==> src/eic_pkg.sv <==
// Purpose: constants and types of the external interrupt conditioner
// Assumes: clk is the gear clock; registers are word aligned on APB
// Notes:   printed offsets are register indices, byte address = 4*index

package eic_pkg;

	// ----------------------------------------
	// sizes
	// ----------------------------------------
	localparam int NUM_SRC = 6;
	localparam int ADDR_W  = 16;

	// ----------------------------------------
	// register indices and byte addresses
	// ----------------------------------------
	localparam logic [13:0] CTRL1_IDX = 14'h0fd8;
	localparam logic [13:0] CTRL2_IDX = 14'h0fd9;
	localparam logic [13:0] CTRL3_IDX = 14'h0fda;
	localparam logic [13:0] CTRL4_IDX = 14'h0fdb;
	localparam logic [13:0] GATE_IDX  = 14'h0fd0;
	localparam logic [15:0] CTRL1_ADDR = {CTRL1_IDX, 2'h0};
	localparam logic [15:0] CTRL2_ADDR = {CTRL2_IDX, 2'h0};
	localparam logic [15:0] CTRL3_ADDR = {CTRL3_IDX, 2'h0};
	localparam logic [15:0] CTRL4_ADDR = {CTRL4_IDX, 2'h0};
	localparam logic [15:0] GATE_ADDR  = {GATE_IDX, 2'h0};

	// ----------------------------------------
	// field positions and reset values
	// ----------------------------------------
	localparam int INTERVAL_LSB = 0;
	localparam int TRIG_LSB     = 2;
	localparam int LEVEL_BIT    = 4;
	localparam int GATE_BIT     = 0;
	localparam logic [3:0] CTRL_RESET = 4'h0;
	localparam logic       GATE_RESET = 1'h0;

	// ----------------------------------------
	// trigger select codes
	// ----------------------------------------
	localparam logic [1:0] TRIG_RISE = 2'h0;
	localparam logic [1:0] TRIG_FALL = 2'h1;
	localparam logic [1:0] TRIG_BOTH = 2'h2;
	localparam logic [1:0] TRIG_HIGH = 2'h3;

	// ----------------------------------------
	// timing: sample interval masks, slow divider
	// ----------------------------------------
	localparam int CLK_PERIOD_NS = 25;
	localparam logic [3:0] MASK_DIV1  = 4'h0;
	localparam logic [3:0] MASK_DIV4  = 4'h3;
	localparam logic [3:0] MASK_DIV8  = 4'h7;
	localparam logic [3:0] MASK_DIV16 = 4'hf;
	localparam logic [1:0] SLOW_DIV_LAST = 2'h3;

	// operating mode, one-hot
	typedef enum logic [2:0] {
		MODE_FAST = 3'b001,
		MODE_SLOW = 3'b010,
		MODE_DEEP = 3'b100
	} eic_mode_t;

	// writable fields of a control register
	typedef struct packed {
		logic [1:0] trig;
		logic [1:0] interval;
	} eic_ctrl_t;

endpackage

==> src/eic_top.sv <==
// Purpose: six-pin external interrupt conditioner with APB registers
// Assumes: clk is the gear clock; lowFreqClock is a synchronous level
// Notes:   requests leave as one-cycle pulses, or as a level for
//          the high-level trigger of source four
`timescale 1ns/1ps
module eic_top (
	input  wire logic                  clk,
	input  wire logic                  reset,
	// apb slave
	input  wire logic                  psel,
	input  wire logic                  penable,
	input  wire logic                  pwrite,
	input  wire logic [15:0]           paddr,
	input  wire logic [31:0]           pwdata,
	output logic      [31:0]           prdata,
	output logic                       pready,
	output logic                       pslverr,
	// pins and system status
	input  wire logic [5:0]            extIrqLine,
	input  wire logic                  lowFreqClock,
	input  wire eic_pkg::eic_mode_t    opMode,
	// cpu interrupt logic
	input  wire logic                  masterIntEnableFlag,
	input  wire logic [5:0]            sourceEnableFlag,
	output logic      [5:0]            irqRequest,
	output logic      [5:0]            irqAccepted,
	output logic                       extIntClockGate
);

	// ----------------------------------------
	// declarations
	// ----------------------------------------

	// clock gate bit for the whole block
	logic                  gate_q;
	// writable fields of sources one to four
	eic_pkg::eic_ctrl_t    ctrl_q [1:4];
	// read data and error, loaded in setup phase
	logic [31:0]           rdata_q;
	logic                  slverr_q;
	// shared fast divider
	logic [3:0]            fastCnt_q;
	// previous slow clock level and slow divider
	logic                  slowPrev_q;
	logic [1:0]            slowCnt_q;
	// slow sampling instant
	logic                  slowTick;
	// mode decode
	logic                  modeFast;
	logic                  modeSlow;
	logic                  modeRun;
	// per-source sampling controls
	logic [5:0]            sampleTick;
	logic [5:0]            needThree;
	// filtered levels and captured levels
	logic [5:0]            filtLevel;
	logic [5:0]            passLevel;
	// trigger select per source
	logic [1:0]            trigSel [0:5];
	// apb strobes
	logic                  wrStrobe;
	logic                  setupPhase;
	// address hits
	logic                  hitGate;
	logic [4:1]            hitCtrl;
	logic                  hitAny;
	// read value in setup phase
	logic [31:0]           rdata_d;

	// ----------------------------------------
	// operating mode decode
	// ----------------------------------------

	// one-hot mode into two flags
	always_comb begin
		modeFast = 1'b0;
		modeSlow = 1'b0;
		case (opMode)
			eic_pkg::MODE_FAST: begin
				// run and idle on the gear clock
				modeFast = 1'b1;
			end
			eic_pkg::MODE_SLOW: begin
				// run and sleep on the slow clock
				modeSlow = 1'b1;
			end
			eic_pkg::MODE_DEEP: begin
				// sampling stopped
				modeFast = 1'b0;
			end
			default: begin
				// illegal code acts as deep
				modeFast = 1'b0;
			end
		endcase
	end

	// sampling and requests only in run modes
	assign modeRun = modeFast || modeSlow;

	// ----------------------------------------
	// apb decode
	// ----------------------------------------

	// access phase write takes effect at once
	assign wrStrobe   = psel && penable && pwrite;
	// setup phase loads the read data
	assign setupPhase = psel && !penable;

	// address compare per register
	always_comb begin
		hitGate    = paddr == eic_pkg::GATE_ADDR;
		hitCtrl[1] = paddr == eic_pkg::CTRL1_ADDR;
		hitCtrl[2] = paddr == eic_pkg::CTRL2_ADDR;
		hitCtrl[3] = paddr == eic_pkg::CTRL3_ADDR;
		hitCtrl[4] = paddr == eic_pkg::CTRL4_ADDR;
		hitAny     = hitGate || (|hitCtrl);
	end

	// ----------------------------------------
	// clock gate register
	// ----------------------------------------

	// software sets it before any control write
	always_ff @(posedge clk) begin
		if (reset) begin
			gate_q <= eic_pkg::GATE_RESET;
		end else if (wrStrobe && hitGate) begin
			gate_q <= pwdata[eic_pkg::GATE_BIT];
		end
	end

	assign extIntClockGate = gate_q;

	// ----------------------------------------
	// control registers, sources one to four
	// ----------------------------------------

	// writes need the clock gate open
	always_ff @(posedge clk) begin
		if (reset) begin
			for (int i = 1; i <= 4; i++) begin
				ctrl_q[i] <= eic_pkg::CTRL_RESET;
			end
		end else if (wrStrobe && gate_q) begin
			for (int i = 1; i <= 4; i++) begin
				// only trigger and interval are writable
				if (hitCtrl[i]) begin
					ctrl_q[i].trig <= pwdata[eic_pkg::TRIG_LSB +: 2];
					ctrl_q[i].interval <=
						pwdata[eic_pkg::INTERVAL_LSB +: 2];
				end
			end
		end
	end

	// ----------------------------------------
	// read mux
	// ----------------------------------------

	// bits above the fields read as zero
	always_comb begin
		rdata_d = 32'h0;
		if (hitGate) begin
			rdata_d[eic_pkg::GATE_BIT] = gate_q;
		end
		for (int i = 1; i <= 4; i++) begin
			if (hitCtrl[i]) begin
				// bits seven to five stay zero
				rdata_d[eic_pkg::LEVEL_BIT] = passLevel[i];
				rdata_d[eic_pkg::TRIG_LSB +: 2] = ctrl_q[i].trig;
				rdata_d[eic_pkg::INTERVAL_LSB +: 2] =
					ctrl_q[i].interval;
			end
		end
	end

	// read data and error captured in setup phase
	always_ff @(posedge clk) begin
		if (reset) begin
			rdata_q  <= 32'h0;
			slverr_q <= 1'h0;
		end else if (setupPhase) begin
			rdata_q  <= pwrite ? 32'h0 : rdata_d;
			slverr_q <= !hitAny;
		end
	end

	// zero wait states
	assign pready  = 1'b1;
	assign prdata  = rdata_q;
	assign pslverr = slverr_q;

	// ----------------------------------------
	// fast sampling divider
	// ----------------------------------------

	// free-running count of gear clock periods
	always_ff @(posedge clk) begin
		if (reset || !gate_q) begin
			fastCnt_q <= 4'h0;
		end else begin
			fastCnt_q <= fastCnt_q + 4'h1;
		end
	end

	// ----------------------------------------
	// slow sampling divider
	// ----------------------------------------

	// count rising edges of the slow clock by four
	always_ff @(posedge clk) begin
		if (reset || !gate_q) begin
			slowPrev_q <= 1'h0;
			slowCnt_q  <= 2'h0;
		end else begin
			slowPrev_q <= lowFreqClock;
			if (lowFreqClock && !slowPrev_q) begin
				slowCnt_q <= slowCnt_q + 2'h1;
			end
		end
	end

	// one tick every fourth slow rising edge
	assign slowTick = lowFreqClock && !slowPrev_q &&
		(slowCnt_q == eic_pkg::SLOW_DIV_LAST);

	// ----------------------------------------
	// per-source sampling control
	// ----------------------------------------

	// select tick and agreement depth per source
	always_comb begin
		for (int s = 0; s < 6; s++) begin
			sampleTick[s] = 1'b0;
			needThree[s]  = 1'b0;
			if (modeSlow) begin
				// every source on the slow tick
				sampleTick[s] = slowTick;
			end else if (modeFast) begin
				if (s == 0 || s == 5) begin
					// fixed sources sample each cycle
					sampleTick[s] = 1'b1;
				end else begin
					needThree[s] = 1'b1;
					case (ctrl_q[s].interval)
						2'h0: sampleTick[s] =
							(fastCnt_q & eic_pkg::MASK_DIV1) == 4'h0;
						2'h1: sampleTick[s] =
							(fastCnt_q & eic_pkg::MASK_DIV4) == 4'h0;
						2'h2: sampleTick[s] =
							(fastCnt_q & eic_pkg::MASK_DIV8) == 4'h0;
						2'h3: sampleTick[s] =
							(fastCnt_q & eic_pkg::MASK_DIV16) == 4'h0;
						default: sampleTick[s] = 1'b0;
					endcase
				end
			end
		end
	end

	// trigger selects; fixed sources use the falling edge
	always_comb begin
		trigSel[0] = eic_pkg::TRIG_FALL;
		trigSel[5] = eic_pkg::TRIG_FALL;
		for (int s = 1; s <= 4; s++) begin
			trigSel[s] = ctrl_q[s].trig;
		end
	end

	// ----------------------------------------
	// filter and trigger per source
	// ----------------------------------------

	genvar g;
	generate
		for (g = 0; g < 6; g++) begin : gSrc
			// noise canceller of this pin
			eic_noise_filter uFilt (
				.clk        (clk),
				.reset      (reset),
				.clockOn    (gate_q),
				.sampleTick (sampleTick[g]),
				.needThree  (needThree[g]),
				.pinIn      (extIrqLine[g]),
				.level      (filtLevel[g])
			);

			// request generation of this pin
			eic_trigger_detect #(
				.ALLOW_HIGH (g == 4)
			) uTrig (
				.clk        (clk),
				.reset      (reset),
				.clockOn    (gate_q),
				.allowReq   (modeRun),
				.trig       (trigSel[g]),
				.level      (filtLevel[g]),
				.request    (irqRequest[g]),
				.passLevel  (passLevel[g])
			);
		end
	endgenerate

	// ----------------------------------------
	// gating toward the cpu
	// ----------------------------------------

	// accepted only with master and source flag set
	assign irqAccepted = irqRequest & sourceEnableFlag &
		{6{masterIntEnableFlag}};

endmodule

==> src/eic_noise_filter.sv <==
// Purpose: sampling noise canceller for one interrupt pin
// Assumes: sampleTick marks each sampling instant
// Notes:   level holds while no tick arrives
`timescale 1ns/1ps
module eic_noise_filter (
	input  wire logic clk,
	input  wire logic reset,
	input  wire logic clockOn,
	input  wire logic sampleTick,
	input  wire logic needThree,
	input  wire logic pinIn,
	output logic      level
);
	logic [2:0] sample_q;   // newest sample in bit 0
	logic       level_q;    // accepted level
	logic [2:0] sample_d;   // history with new sample
	logic       agreeTwo;   // last two samples equal
	logic       agreeThree; // last three samples equal

	// candidate history and agreement
	always_comb begin
		sample_d   = {sample_q[1:0], pinIn};
		agreeTwo   = sample_d[0] == sample_d[1];
		agreeThree = agreeTwo && (sample_d[1] == sample_d[2]);
	end

	// sampling; stopped clock clears the history
	always_ff @(posedge clk) begin
		if (reset || !clockOn) begin
			sample_q <= 3'h0;
			level_q  <= 1'h0;
		end else if (sampleTick) begin
			sample_q <= sample_d;
			if (needThree ? agreeThree : agreeTwo) begin
				level_q <= sample_d[0];
			end
		end
	end

	assign level = level_q;
endmodule

==> src/eic_trigger_detect.sv <==
// Purpose: request generation from a filtered level
// Assumes: level comes from a noise canceller
// Notes:   high-level code only honoured when allowHigh is set
`timescale 1ns/1ps
module eic_trigger_detect #(
	parameter bit ALLOW_HIGH = 1'b1
) (
	input  wire logic       clk,
	input  wire logic       reset,
	input  wire logic       clockOn,
	input  wire logic       allowReq,
	input  wire logic [1:0] trig,
	input  wire logic       level,
	output logic            request,
	output logic            passLevel
);
	logic prev_q;  // level one cycle ago
	logic req_q;   // registered request
	logic pass_q;  // level seen at last request
	logic hit;     // trigger condition met

	// condition decode
	always_comb begin
		case (trig)
			eic_pkg::TRIG_RISE: hit = level && !prev_q;
			eic_pkg::TRIG_FALL: hit = !level && prev_q;
			eic_pkg::TRIG_BOTH: hit = level ^ prev_q;
			eic_pkg::TRIG_HIGH: hit = ALLOW_HIGH && level;
			default:            hit = 1'b0;
		endcase
	end

	// edge memory, request and pass level
	always_ff @(posedge clk) begin
		if (reset) begin
			prev_q <= 1'h0;
			req_q  <= 1'h0;
			pass_q <= 1'h0;
		end else if (!clockOn) begin
			prev_q <= 1'h0;
			req_q  <= 1'h0;
		end else begin
			prev_q <= level;
			req_q  <= hit && allowReq;
			if (hit && allowReq) begin
				pass_q <= level;
			end
		end
	end

	assign request   = req_q;
	assign passLevel = pass_q;
endmodule

==> config.mk <==
export PLATFORM = sky130hd
export DESIGN_NAME = eic_top
export DESIGN_NICKNAME = d
export VERILOG_FILES = /design/src/eic_pkg.sv /design/src/eic_top.sv /design/src/eic_noise_filter.sv /design/src/eic_trigger_detect.sv
export SDC_FILE = /design/constraint.sdc
export NUM_CORES = 1
export LEC_CHECK = 0
export BUFFER_PORTS_ARGS = -buffer_cell sky130_fd_sc_hd__buf_2
export CAP_MARGIN = 20
export CORE_MARGIN = 2
export CORE_UTILIZATION = 51
export CTS_CLUSTER_DIAMETER = 80
export DETAILED_ROUTE_END_ITERATION = 10
export PLACE_DENSITY = 0.8
export SYNTH_ARGS = -nofsm -noshare
export SYNTH_HDL_FRONTEND = slang
export SYNTH_HIERARCHICAL = 1
export SYNTH_SLANG_ARGS = --single-unit
==> constraint.sdc <==
create_clock -name clk -period 2.72 [get_ports clk]
set_input_delay 0.272 -clock clk [delete_from_list [all_inputs] [get_ports clk]]
set_output_delay 0.272 -clock clk [all_outputs]
set_load 0.05 [all_outputs]
==> results of run 1 <==
==> final cells by class <==
cell class / instances / area share [%]
clock buffers: 15 / 5.06
well taps: 80 / 2.44
multi-input cells: 301 / 47.7
inverters: 19 / 1.74
repair buffers: 63 / 7.87
clock inverters: 1 / 0.122
flip-flops and latches: 64 / 35.1
==> registers in the layout (all words and copies together), names as in the netlist <==
register              flops
ctrl_q                   16
gSrc.uFilt/level          6
slowCnt_q                 2
prdata                    5
gSrc.uTrig/passLevel      4
slowPrev_q                1
gSrc.uTrig/request        6
pslverr                   1
fastCnt_q                 4
extIntClockGate           1
gSrc.uFilt/sample_q      12
gSrc.uTrig/prev_q         6
==> power by group through the flow <==
stage          Combinational [mW]  Clock, mW  Sequential [mW]
2_1_floorplan               0.188          0             1.01
3_3_place_gp                0.216          0             1.01
3_5_place_dp                0.221          0             1.01
4_1_cts                     0.221      0.857            0.991
5_1_grt                     0.240      0.897            0.991
6_report                    0.223      0.845            0.991
==> worst max-delay path, cell delays in order <==
cell and delay (ns):
buf_2 0.10, or4b_4 0.56, nor4_4 0.36, nand3_1 0.17, o21bai_1 0.42
==> how the worst max path moves through the flow <==
stage / start / endpoint / slack, ns
after floorplan: paddr[14] / ctrl_q[0][12] / 0.70
after global placement: paddr[14] / ctrl_q[0][2] / 0.58
after detailed placement: paddr[14] / ctrl_q[0][15] / 0.50
after CTS: paddr[14] / ctrl_q[0][14] / 0.86
after global routing: paddr[14] / ctrl_q[0][14] / 0.75
final: paddr[14] / ctrl_q[0][1] / 0.81
==> through the flow <==
stage / cell area [sq um] / setup slack, ns / utilization [%] / cells / hold WS (ns)
after CTS: 4100 / 0.855 / 60.7 / 543 / 0.159
after floorplan: 3710 / 0.697 / - / 418 / 0.344
after global routing: 4100 / 0.754 / 60.7 / 543 / 0.187
final: 4100 / 0.810 / 60.7 / 543 / 0.167
after detailed placement: 3890 / 0.501 / 57.6 / 527 / 0.429
after global placement: 3890 / 0.580 / 57.6 / 527 / 0.422
==> metal layers <==
layer	global-route usage [%]	up-vias	part of all wire, %
li1	-	1431	-
met1	25.7	1328	43
met2	31.5	88	49
met3	4.15	15	5.3
met4	9.37	0	2.2
met5	0	-	0
==> impl_results.md, run 1 <==
* Antenna viol nets, final at 0
* Synth Cell Area at 3560 sq um
* WP data required at 2.70 ns
* Commonest cells after routing, fill and taps aside: 60 x buf_2, 48 x dfxtp_1, 42 x conb_1, 40 x nor2_1, 32 x nand2_1
* Clock share of power at 41.0%
* TritonCTS clock tree: done
* CTS resizes at 0
* Via count at 2,862
* P_leak at 1.79 nW
* Final wirelength at 7410 microns
* FF-to-FF Start: fastCnt_q[0]
* Unrepaired setup endpoints after global routing: no
* DIE AREA at 7660 sq um
* Layout fillers at 580
* Largest net degree at the start of global routing at 28
* Total Power at 2.06 mW
* Skew final at 0.00705 ns
* Setup Buffers After CTS at 0
* Top Ports at 117
* Power Density at 502 nW/um^2
* CTS buffer count at 9
* Min-Delay Startpoint: lowFreqClock
* Antenna violations before repair at 0
* Ant diodes at 0
* # hold bufs at CTS at 0
* Switch share at 25.9%
* Setup crit end kind: flop
* Multi-input logic area at 1960 sq um
* Worst slew pin tran at 0.652 ns
* Setup crit start kind: primary input
* Hold Crit Class: primary input to flop
* First-pass GRT wire length at 11,600 microns
* # port buffers at 60
* Root Buffer: clkbuf_8
* CTS H-Tree Depth at 3
* First DRT Iteration DRCs at 108
* Starting density of the core at 52.7%
* Cell Int Power at 1.53 mW
* Fin. max-slew vios at 0
* P_sw at 533 uW
* Max-Cap Viols at 0
* Clock transition at path regs at 0.06 ns
* Residual overflow from global routing at 0
* Average size of a mapped cell at 9.41 sq um
* Count of final hold-check violations at 0
* Clock sink count at 64
* Drt first pass iters at 4
* # rows at 30
* Setup TNS at 0 ns
* Max VDD drop at 0.300 mV
* Worst-Skew Late Latency at 0.34 ns
* Commonest non-fill, non-tap cell in the layout: buf_2
* Max FO, Critical Path at 6
* Setup violations, final at 0
* Status: finished, final reports clean
* Drt wl/cell at 13.6 microns
* Storage cell area at 1440 sq um
* Fin crit share at 70.2%
* Comb pwr share at 10.8%
* Tmin final at 1.91 ns
* # DRC at 0
* GRT Total Usage at 19.8%
* Cell count of the worst hold path at 3
* Synthesis-to-layout area growth at 15.3%
* Reg2reg end: gSrc[2].uFilt/level
* Hold EP: slowPrev_q
* Kind of critical path: primary input to flop
* Die extent in y at 87.5 microns
* CP arrival at 1.89 ns
* Vias per inst at 5.27
* HPWL after DPL at 5600 microns
* Mapped Cells at 378
* Max-Slew Margin vs Limit at 56.4%
* Reg power frac at 48.2%
* Max Freq at 524 MHz
* YS warnings at 6
* FF-to-FF setup slack at 0.90 ns
* Core Area at 6760 sq um
* Number of global-route vias before repair at 2,556
* Buffer depth of the longest clock path at 2
* R2R cell count at 7
* Routability cong. at 0.887
* Layout cells sized above 1 at 23.3%
* Net count, final at 543
* Die X at 87.5 microns
Power figures use the tool's default switching activity.
==> run 2, diff against run 1 <==
- ABC_AREA: unset -> 1
- CORE_UTILIZATION: 51 -> 47
- PLACE_DENSITY: 0.8 -> 0.76
- clock period: 2.72 -> 1.7 ns (I/O delays scaled with it)
==> impl_results.md, run 2 <==
* Residual overflow from global routing at 0 (unchanged)
* Vias per inst at 4.65 (was 5.27)
* Setup violations, final at 0 (unchanged)
* Antenna violations before repair at 0 (unchanged)
* Net count, final at 742 (was 543)
* GRT Total Usage at 18.5% (was 19.8%)
* CP bufs+invs at 4 (was 1)
* Average size of a mapped cell at 6.97 sq um (was 9.41 sq um)
* Setup crit end kind: flop (unchanged)
* Clock transition at path regs at 0.07 ns (was 0.06 ns)
* Hold Crit Class: primary input to flop (unchanged)
* # rows at 33 (was 30)
* Tmin final at 1.55 ns
* Largest register FFs at 16 (unchanged)
* Met2 GRT Util at 33.7% (was 31.5%)
* DIE AREA at 9060 sq um (was 7660 sq um)
* Count of final hold-check violations at 0 (unchanged)
* YS warnings at 6 (unchanged)
* Slowest-stage cell, CP: dfxtp_2 (was or4b_4)
* Post-Place Setup Slack at -0.0618 ns (was 0.501 ns)
* Kind of critical path: flop to flop (was primary input to flop)
* Met3 Usage GRT at 3.95% (was 4.15%)
* # DRC at 0 (unchanged)
* Max FO, Critical Path at 5 (was 6)
* GR peak layer: met2 (unchanged)
* First DRT Iteration DRCs at 176 (was 108)
* CTS H-Tree Depth at 3 (unchanged)
* Biggest regs: ctrl_q x16, gSrc.uFilt/sample_q x12 (unchanged)
* HPWL after DPL at 6360 microns (was 5600 microns)
* Routability cong. at 0.821 (was 0.887)
* Clock sink count at 64 (unchanged)
* Skew final at 0.00629 ns (was 0.00705 ns)
* Synth Cell Area at 3910 sq um (was 3560 sq um)
* Most flops, register: ctrl_q (unchanged)
* Max Freq at 644 MHz
* Top Ports at 117 (unchanged)
* PnR worst setup slack at 0.147 ns (was 0.810 ns)
* # port buffers at 60 (unchanged)
* TritonCTS clock tree: done (unchanged)
* Buffer depth of the longest clock path at 2 (unchanged)
* Unrepaired setup endpoints after global routing: no (unchanged)
* Most frequent CP cell: nand2_1
* Power Density at 718 nW/um^2 (was 502 nW/um^2)
* Via count at 3,567 (was 2,862)
* Antenna viol nets, final at 0 (unchanged)
* Drt wl/cell at 10.7 microns (was 13.6 microns)
* Fin crit share at 91.4%
* Layout cells sized above 1 at 20.7% (was 23.3%)
* Largest stage delay, worst path at 0.34 ns (was 0.56 ns)
* Commonest cells after routing, fill and taps aside: 119 x nand2_1, 107 x inv_1, 65 x nor2_1, 60 x buf_2, 45 x dfxtp_1 (was 60 x buf_2, 48 x dfxtp_1, 42 x conb_1, 40 x nor2_1, 32 x nand2_1)
* Worst-path cell chain: inv_2, ha_4, inv_4, nor2_4, a31oi_1, o21ai_0, buf_4, nand2_1, inv_1, nand2_1, nand2_1, nand2_1, nor2_1 (was buf_2, or4b_4, nor4_4, nand3_1, o21bai_1)
* Root Buffer: clkbuf_8 (unchanged)
* CTS buffer count at 9 (unchanged)
* P_leak at 2.25 nW (was 1.79 nW)
* WP data required at 1.98 ns (was 2.70 ns)
* Number of global-route vias before repair at 3,132 (was 2,556)
* Met1 GRT Util at 21.4% (was 25.7%)
* Starting density of the core at 48.0% (was 52.7%)
* Placed Instance Area at 4370 sq um (was 3890 sq um)
* Layout fillers at 783 (was 580)
* Max-Cap Viols at 0 (unchanged)
* Cell family with the largest share of critical-path delay: simple AND/OR/NAND/NOR gates (unchanged)
* Mapped Cells at 561 (was 378)
* Setup crit start kind: flop (was primary input)
* Die extent in y at 95.2 microns (was 87.5 microns)
* Synthesis-to-layout area growth at 18.2% (was 15.3%)
* First-pass GRT wire length at 13,100 microns (was 11,600 microns)
* Final wirelength at 8190 microns (was 7410 microns)
* Fin. max-slew vios at 0 (unchanged)
* Final design area excluding fillers at 4620 sq um (was 4100 sq um)
* Ant diodes at 0 (unchanged)
* Drt first pass iters at 5 (was 4)
* Setup TNS at 0 ns (unchanged)
* # hold bufs at CTS at 0 (unchanged)
* Die X at 95.2 microns (was 87.5 microns)
* Commonest non-fill, non-tap cell in the layout: nand2_1 (was buf_2)
* CP arrival at 1.83 ns (was 1.89 ns)
* Largest net degree at the start of global routing at 28 (unchanged)
* Max VDD drop at 0.368 mV (was 0.300 mV)
* Core Area at 8130 sq um (was 6760 sq um)
* Status: finished, final reports clean (unchanged)
* Worst-Skew Late Latency at 0.34 ns (about the same)
run 2: cell types whose count changed in the layout (fill, tap and decap cells not counted), sizes merged, moves of 6 or more:
cell    before  now
a41oi        6    0
nand2b      29    0
a211oi      17    0
inv         19  116
nand4        3   11
mux2i       18    0
buf         63   76
nand2       32  134
o21ai        2   30
nor2        40   77
nand3        9   28
and3        22    0
a21oi        7   31
run 2: cell type report:
type | count | area, sq um | share of cell area [%]
Multi-Input combinational cell | 390 | 1970 | 42.7
Sequential cell | 64 | 1450 | 31.4
Inverter | 116 | 438 | 9.49
Timing Repair Buffer | 76 | 420 | 9.11
Clock buffer | 13 | 169 | 3.66
Tap cell | 105 | 131 | 2.85
Clock inverter | 3 | 40.0 | 0.867
run 2: worst paths after layout:
path	from	endpoint	slack [ns]	cells after the start
setup / recovery	fastCnt_q[1]	gSrc[2].uFilt/level	0.15	13
hold / removal	lowFreqClock	slowPrev_q	0.07	3
setup reg to reg	fastCnt_q[1]	gSrc[2].uFilt/level	0.15	13
hold reg to reg	gSrc[5].uFilt/sample_q[1]	gSrc[5].uFilt/sample_q[1]	0.47	2
run 2: layer usage:
| metal | wire length [microns] | vias up |
|---|---|---|
| met5 | 0 | - |
| met2 | 4130 | 111 |
| li1 | - | 1855 |
| met4 | 91 | 0 |
| met1 | 3490 | 1592 |
| met3 | 482 | 9 |
run 2: report_power, final:
part / internal (mW) / switching, mW
Clock: 0.793 / 0.562
Sequential: 1.57 / 0.0143
Combinational: 0.0879 / 0.288
Total: 2.45 / 0.865
run 2: stage by stage:
step,hold WS [ns],utilization [%],power [mW],cells
after global routing,0.0936,56.8,3.43,767
after global placement,0.407,53.7,1.98,749
after floorplan,0.239,-,1.92,601
final,0.0707,56.8,3.32,767
after CTS,0.0659,56.3,3.35,765
after detailed placement,0.427,53.7,1.99,749
run 2: worst min-delay path: cells and delay by family:
kind                   cells  cell delay (ns)
buffers and inverters      2             0.11
and+or+nand+nor            1             0.09
run 2: repair_timing:
item | CTS | global route
hold endpoints to repair | 0 | 0
pin swaps | 0 | 7
gates resized for setup | 2 | 11
buffers inserted | 0 | 2
setup endpoints to repair | 2 | 10
==> run 3, diff against run 2 <==
- clock period: 1.7 -> 1.4 ns (I/O delays scaled with it)
==> impl_results.md, run 3 (synthesized netlist as in run 2, its figures left out) <==
* Most frequent CP cell: nand2_1 (unchanged)
* Placed instance count at 759 (was 749)
* Power Density at 863 nW/um^2 (was 718 nW/um^2)
* FF-to-FF setup slack at -0.06 ns (was 0.15 ns)
* Setup violations, final at 8 (was 0)
* Failing checks: setup timing
* CP arrival at 1.75 ns (was 1.83 ns)
* Tmin final at 1.46 ns (was 1.55 ns)
* # hold bufs at CTS at 0 (unchanged)
* Commonest cells after routing, fill and taps aside: 120 x nand2_1, 107 x inv_1, 59 x buf_2, 58 x nor2_1, 45 x dfxtp_1 (was 119 x nand2_1, 107 x inv_1, 65 x nor2_1, 60 x buf_2, 45 x dfxtp_1)
* Max VDD drop at 0.477 mV (was 0.368 mV)
* Commonest non-fill, non-tap cell in the layout: nand2_1 (unchanged)
* Vias per inst at 4.69 (was 4.65)
* Setup crit start kind: flop (unchanged)
* Drt first pass iters at 4 (was 5)
* Max FO, Critical Path at 5 (unchanged)
* Root Buffer: clkbuf_8 (unchanged)
* Largest net degree at the start of global routing at 22 (was 28)
* Top Ports at 117 (unchanged)
* Die extent in y at 95.2 microns (unchanged)
* CTS H-Tree Depth at 3 (unchanged)
* First DRT Iteration DRCs at 140 (was 176)
* Layout fillers at 742 (was 783)
* # port buffers at 60 (unchanged)
* HPWL after DPL at 6520 microns (was 6360 microns)
* Finished Core Util at 58.9% (was 56.8%)
* Clock transition at path regs at 0.07 ns (about the same)
* Antenna viol nets, final at 0 (unchanged)
* Placed Instance Area at 4510 sq um (was 4370 sq um)
* Skew final at 0.00603 ns (was 0.00629 ns)
* GRT Total Usage at 19.7% (was 18.5%)
* Largest register FFs at 16 (unchanged)
* Worst-path cell chain: inv_2, ha_4, inv_4, nor2_4, a31oi_1, o21ai_2, nand2_1, inv_1, nand2_1, nand2_1, nand2_1, nor2_1 (was inv_2, ha_4, inv_4, nor2_4, a31oi_1, o21ai_0, buf_4, nand2_1, inv_1, nand2_1, nand2_1, nand2_1, nor2_1)
* # DRC at 0 (unchanged)
* Kind of critical path: flop to flop (unchanged)
* Residual overflow from global routing at 0 (unchanged)
* Buffer depth of the longest clock path at 2 (unchanged)
* Non-filler cells, final at 776 (was 767)
* Routability cong. at 0.920 (was 0.821)
* Hold EP: slowPrev_q (unchanged)
* Final design area excluding fillers at 4790 sq um (was 4620 sq um)
* Final wirelength at 8530 microns (was 8190 microns)
* DIE AREA at 9060 sq um (unchanged)
* FF-to-FF Start: fastCnt_q[1] (unchanged)
* Setup crit end kind: flop (unchanged)
* PnR worst setup slack at -0.0569 ns (was 0.147 ns)
* Synthesis-to-layout area growth at 22.5% (was 18.2%)
* P_leak at 2.32 nW (was 2.25 nW)
* TritonCTS clock tree: done (unchanged)
* CP bufs+invs at 3 (was 4)
* Unrepaired setup endpoints after global routing: yes (was no)
* Cell count of the worst hold path at 3 (unchanged)
* Status: finished with violations (was finished, final reports clean)
* Most flops, register: ctrl_q (unchanged)
* First-pass GRT wire length at 13,900 microns (was 13,100 microns)
* Clock sink count at 64 (unchanged)
* # rows at 33 (unchanged)
* Core Area at 8130 sq um (unchanged)
* Min-Delay Startpoint: lowFreqClock (unchanged)
* Count of final hold-check violations at 0 (unchanged)
* Reg2reg end: gSrc[4].uFilt/level (was gSrc[2].uFilt/level)
* Net count, final at 751 (was 742)
* Worst-Skew Late Latency at 0.35 ns (was 0.34 ns)
* Layout cells sized above 1 at 24.6% (was 20.7%)
* Via count at 3,641 (was 3,567)
* Ant diodes at 0 (unchanged)
* Hold Crit Class: primary input to flop (unchanged)
* Fin crit share at 104% (was 91.4%)
* Max-Cap Viols at 0 (unchanged)
* Antenna violations before repair at 0 (unchanged)
* Largest stage delay, worst path at 0.33 ns (was 0.34 ns)
* Slowest-stage cell, CP: dfxtp_2 (unchanged)
* CTS buffer count at 9 (unchanged)
* Die X at 95.2 microns (unchanged)
* Fin. max-slew vios at 0 (unchanged)
* Max Freq at 686 MHz (was 644 MHz)
* Cell family with the largest share of critical-path delay: simple AND/OR/NAND/NOR gates (unchanged)
* Number of global-route vias before repair at 3,370 (was 3,132)
* Setup TNS at -0.217 ns (was 0 ns)
* Drt wl/cell at 11.0 microns (was 10.7 microns)
* R2R cell count at 12 (was 13)
* WP data required at 1.69 ns (was 1.98 ns)
* Starting density of the core at 48.0% (unchanged)
* Biggest regs: ctrl_q x16, gSrc.uFilt/sample_q x12 (unchanged)
==> run 3: cell types whose count changed in the layout (fill, tap and decap cells not counted), moves of 2 or more <==
| cell | change |
|---|---|
| o21ai_2 | +7 |
| a21oi_1 | -3 |
| o21ai_1 | +3 |
| buf_4 | +9 |
| o21ai_0 | -10 |
| nor3_1 | -2 |
| a21oi_2 | +3 |
| nor2_1 | -7 |
| nor2_2 | +6 |
==> run 3: per-stage QoR <==
stage	hold WS [ns]	power (mW)	setup slack, ns
2_1_floorplan	0.209	2.35	0.00471
3_3_place_gp	0.383	2.42	-0.140
3_5_place_dp	0.395	2.43	-0.180
4_1_cts	0.0346	4.15	-0.0692
5_1_grt	0.0460	4.27	-0.184
6_report	0.0356	4.13	-0.0569
==> run 3: cell type report <==
cell class              instances  area (sq um)  share of cell area (%)
clock buffers                  14           183                    3.81
clock inverters                 2          35.0                   0.732
inverters                     116           438                    9.15
multi-input cells             390          2050                    42.8
flip-flops and latches         64          1450                    30.2
well taps                     105           131                    2.74
repair buffers                 85           503                    10.5
==> run 3: worst max-delay path by stage <==
stage                                     end  cells past startpoint          from  slack, ns
after global routing      gSrc[1].uFilt/level                     12  fastCnt_q[1]      -0.18
after global placement          ctrl_q[0][12]                      6      paddr[0]      -0.14
after detailed placement        ctrl_q[0][12]                      6      paddr[0]      -0.18
final                     gSrc[4].uFilt/level                     12  fastCnt_q[1]      -0.06
after floorplan           gSrc[1].uFilt/level                     12  fastCnt_q[0]      0.005
after CTS                 gSrc[4].uFilt/level                     12  fastCnt_q[1]      -0.07
==> run 3: report_power, final <==
part	total [mW]	switching [mW]	internal [mW]
clock network	1.73	0.719	1.02
registers	1.93	0.0188	1.91
logic	0.472	0.358	0.114
==> run 3: per-layer routing <==
metal | vias up | track usage (%) | wire length [microns]
li1 | 1879 | - | -
met1 | 1640 | 22.6 | 3520
met2 | 106 | 35.5 | 4330
met3 | 16 | 2.92 | 489
met4 | 0 | 9.66 | 188
met5 | - | 0 | 0
==> run 3: repair_timing <==
action,CTS,global route
resized for setup,13,9
endpoints found under the setup margin,13,16
buffers inserted,0,1
pin swaps,11,9
==> run 3: tightest hold or removal path, cell delays in order <==
cell	delay, ns
buf_2	0.07
inv_1	0.05
nor2_1	0.09
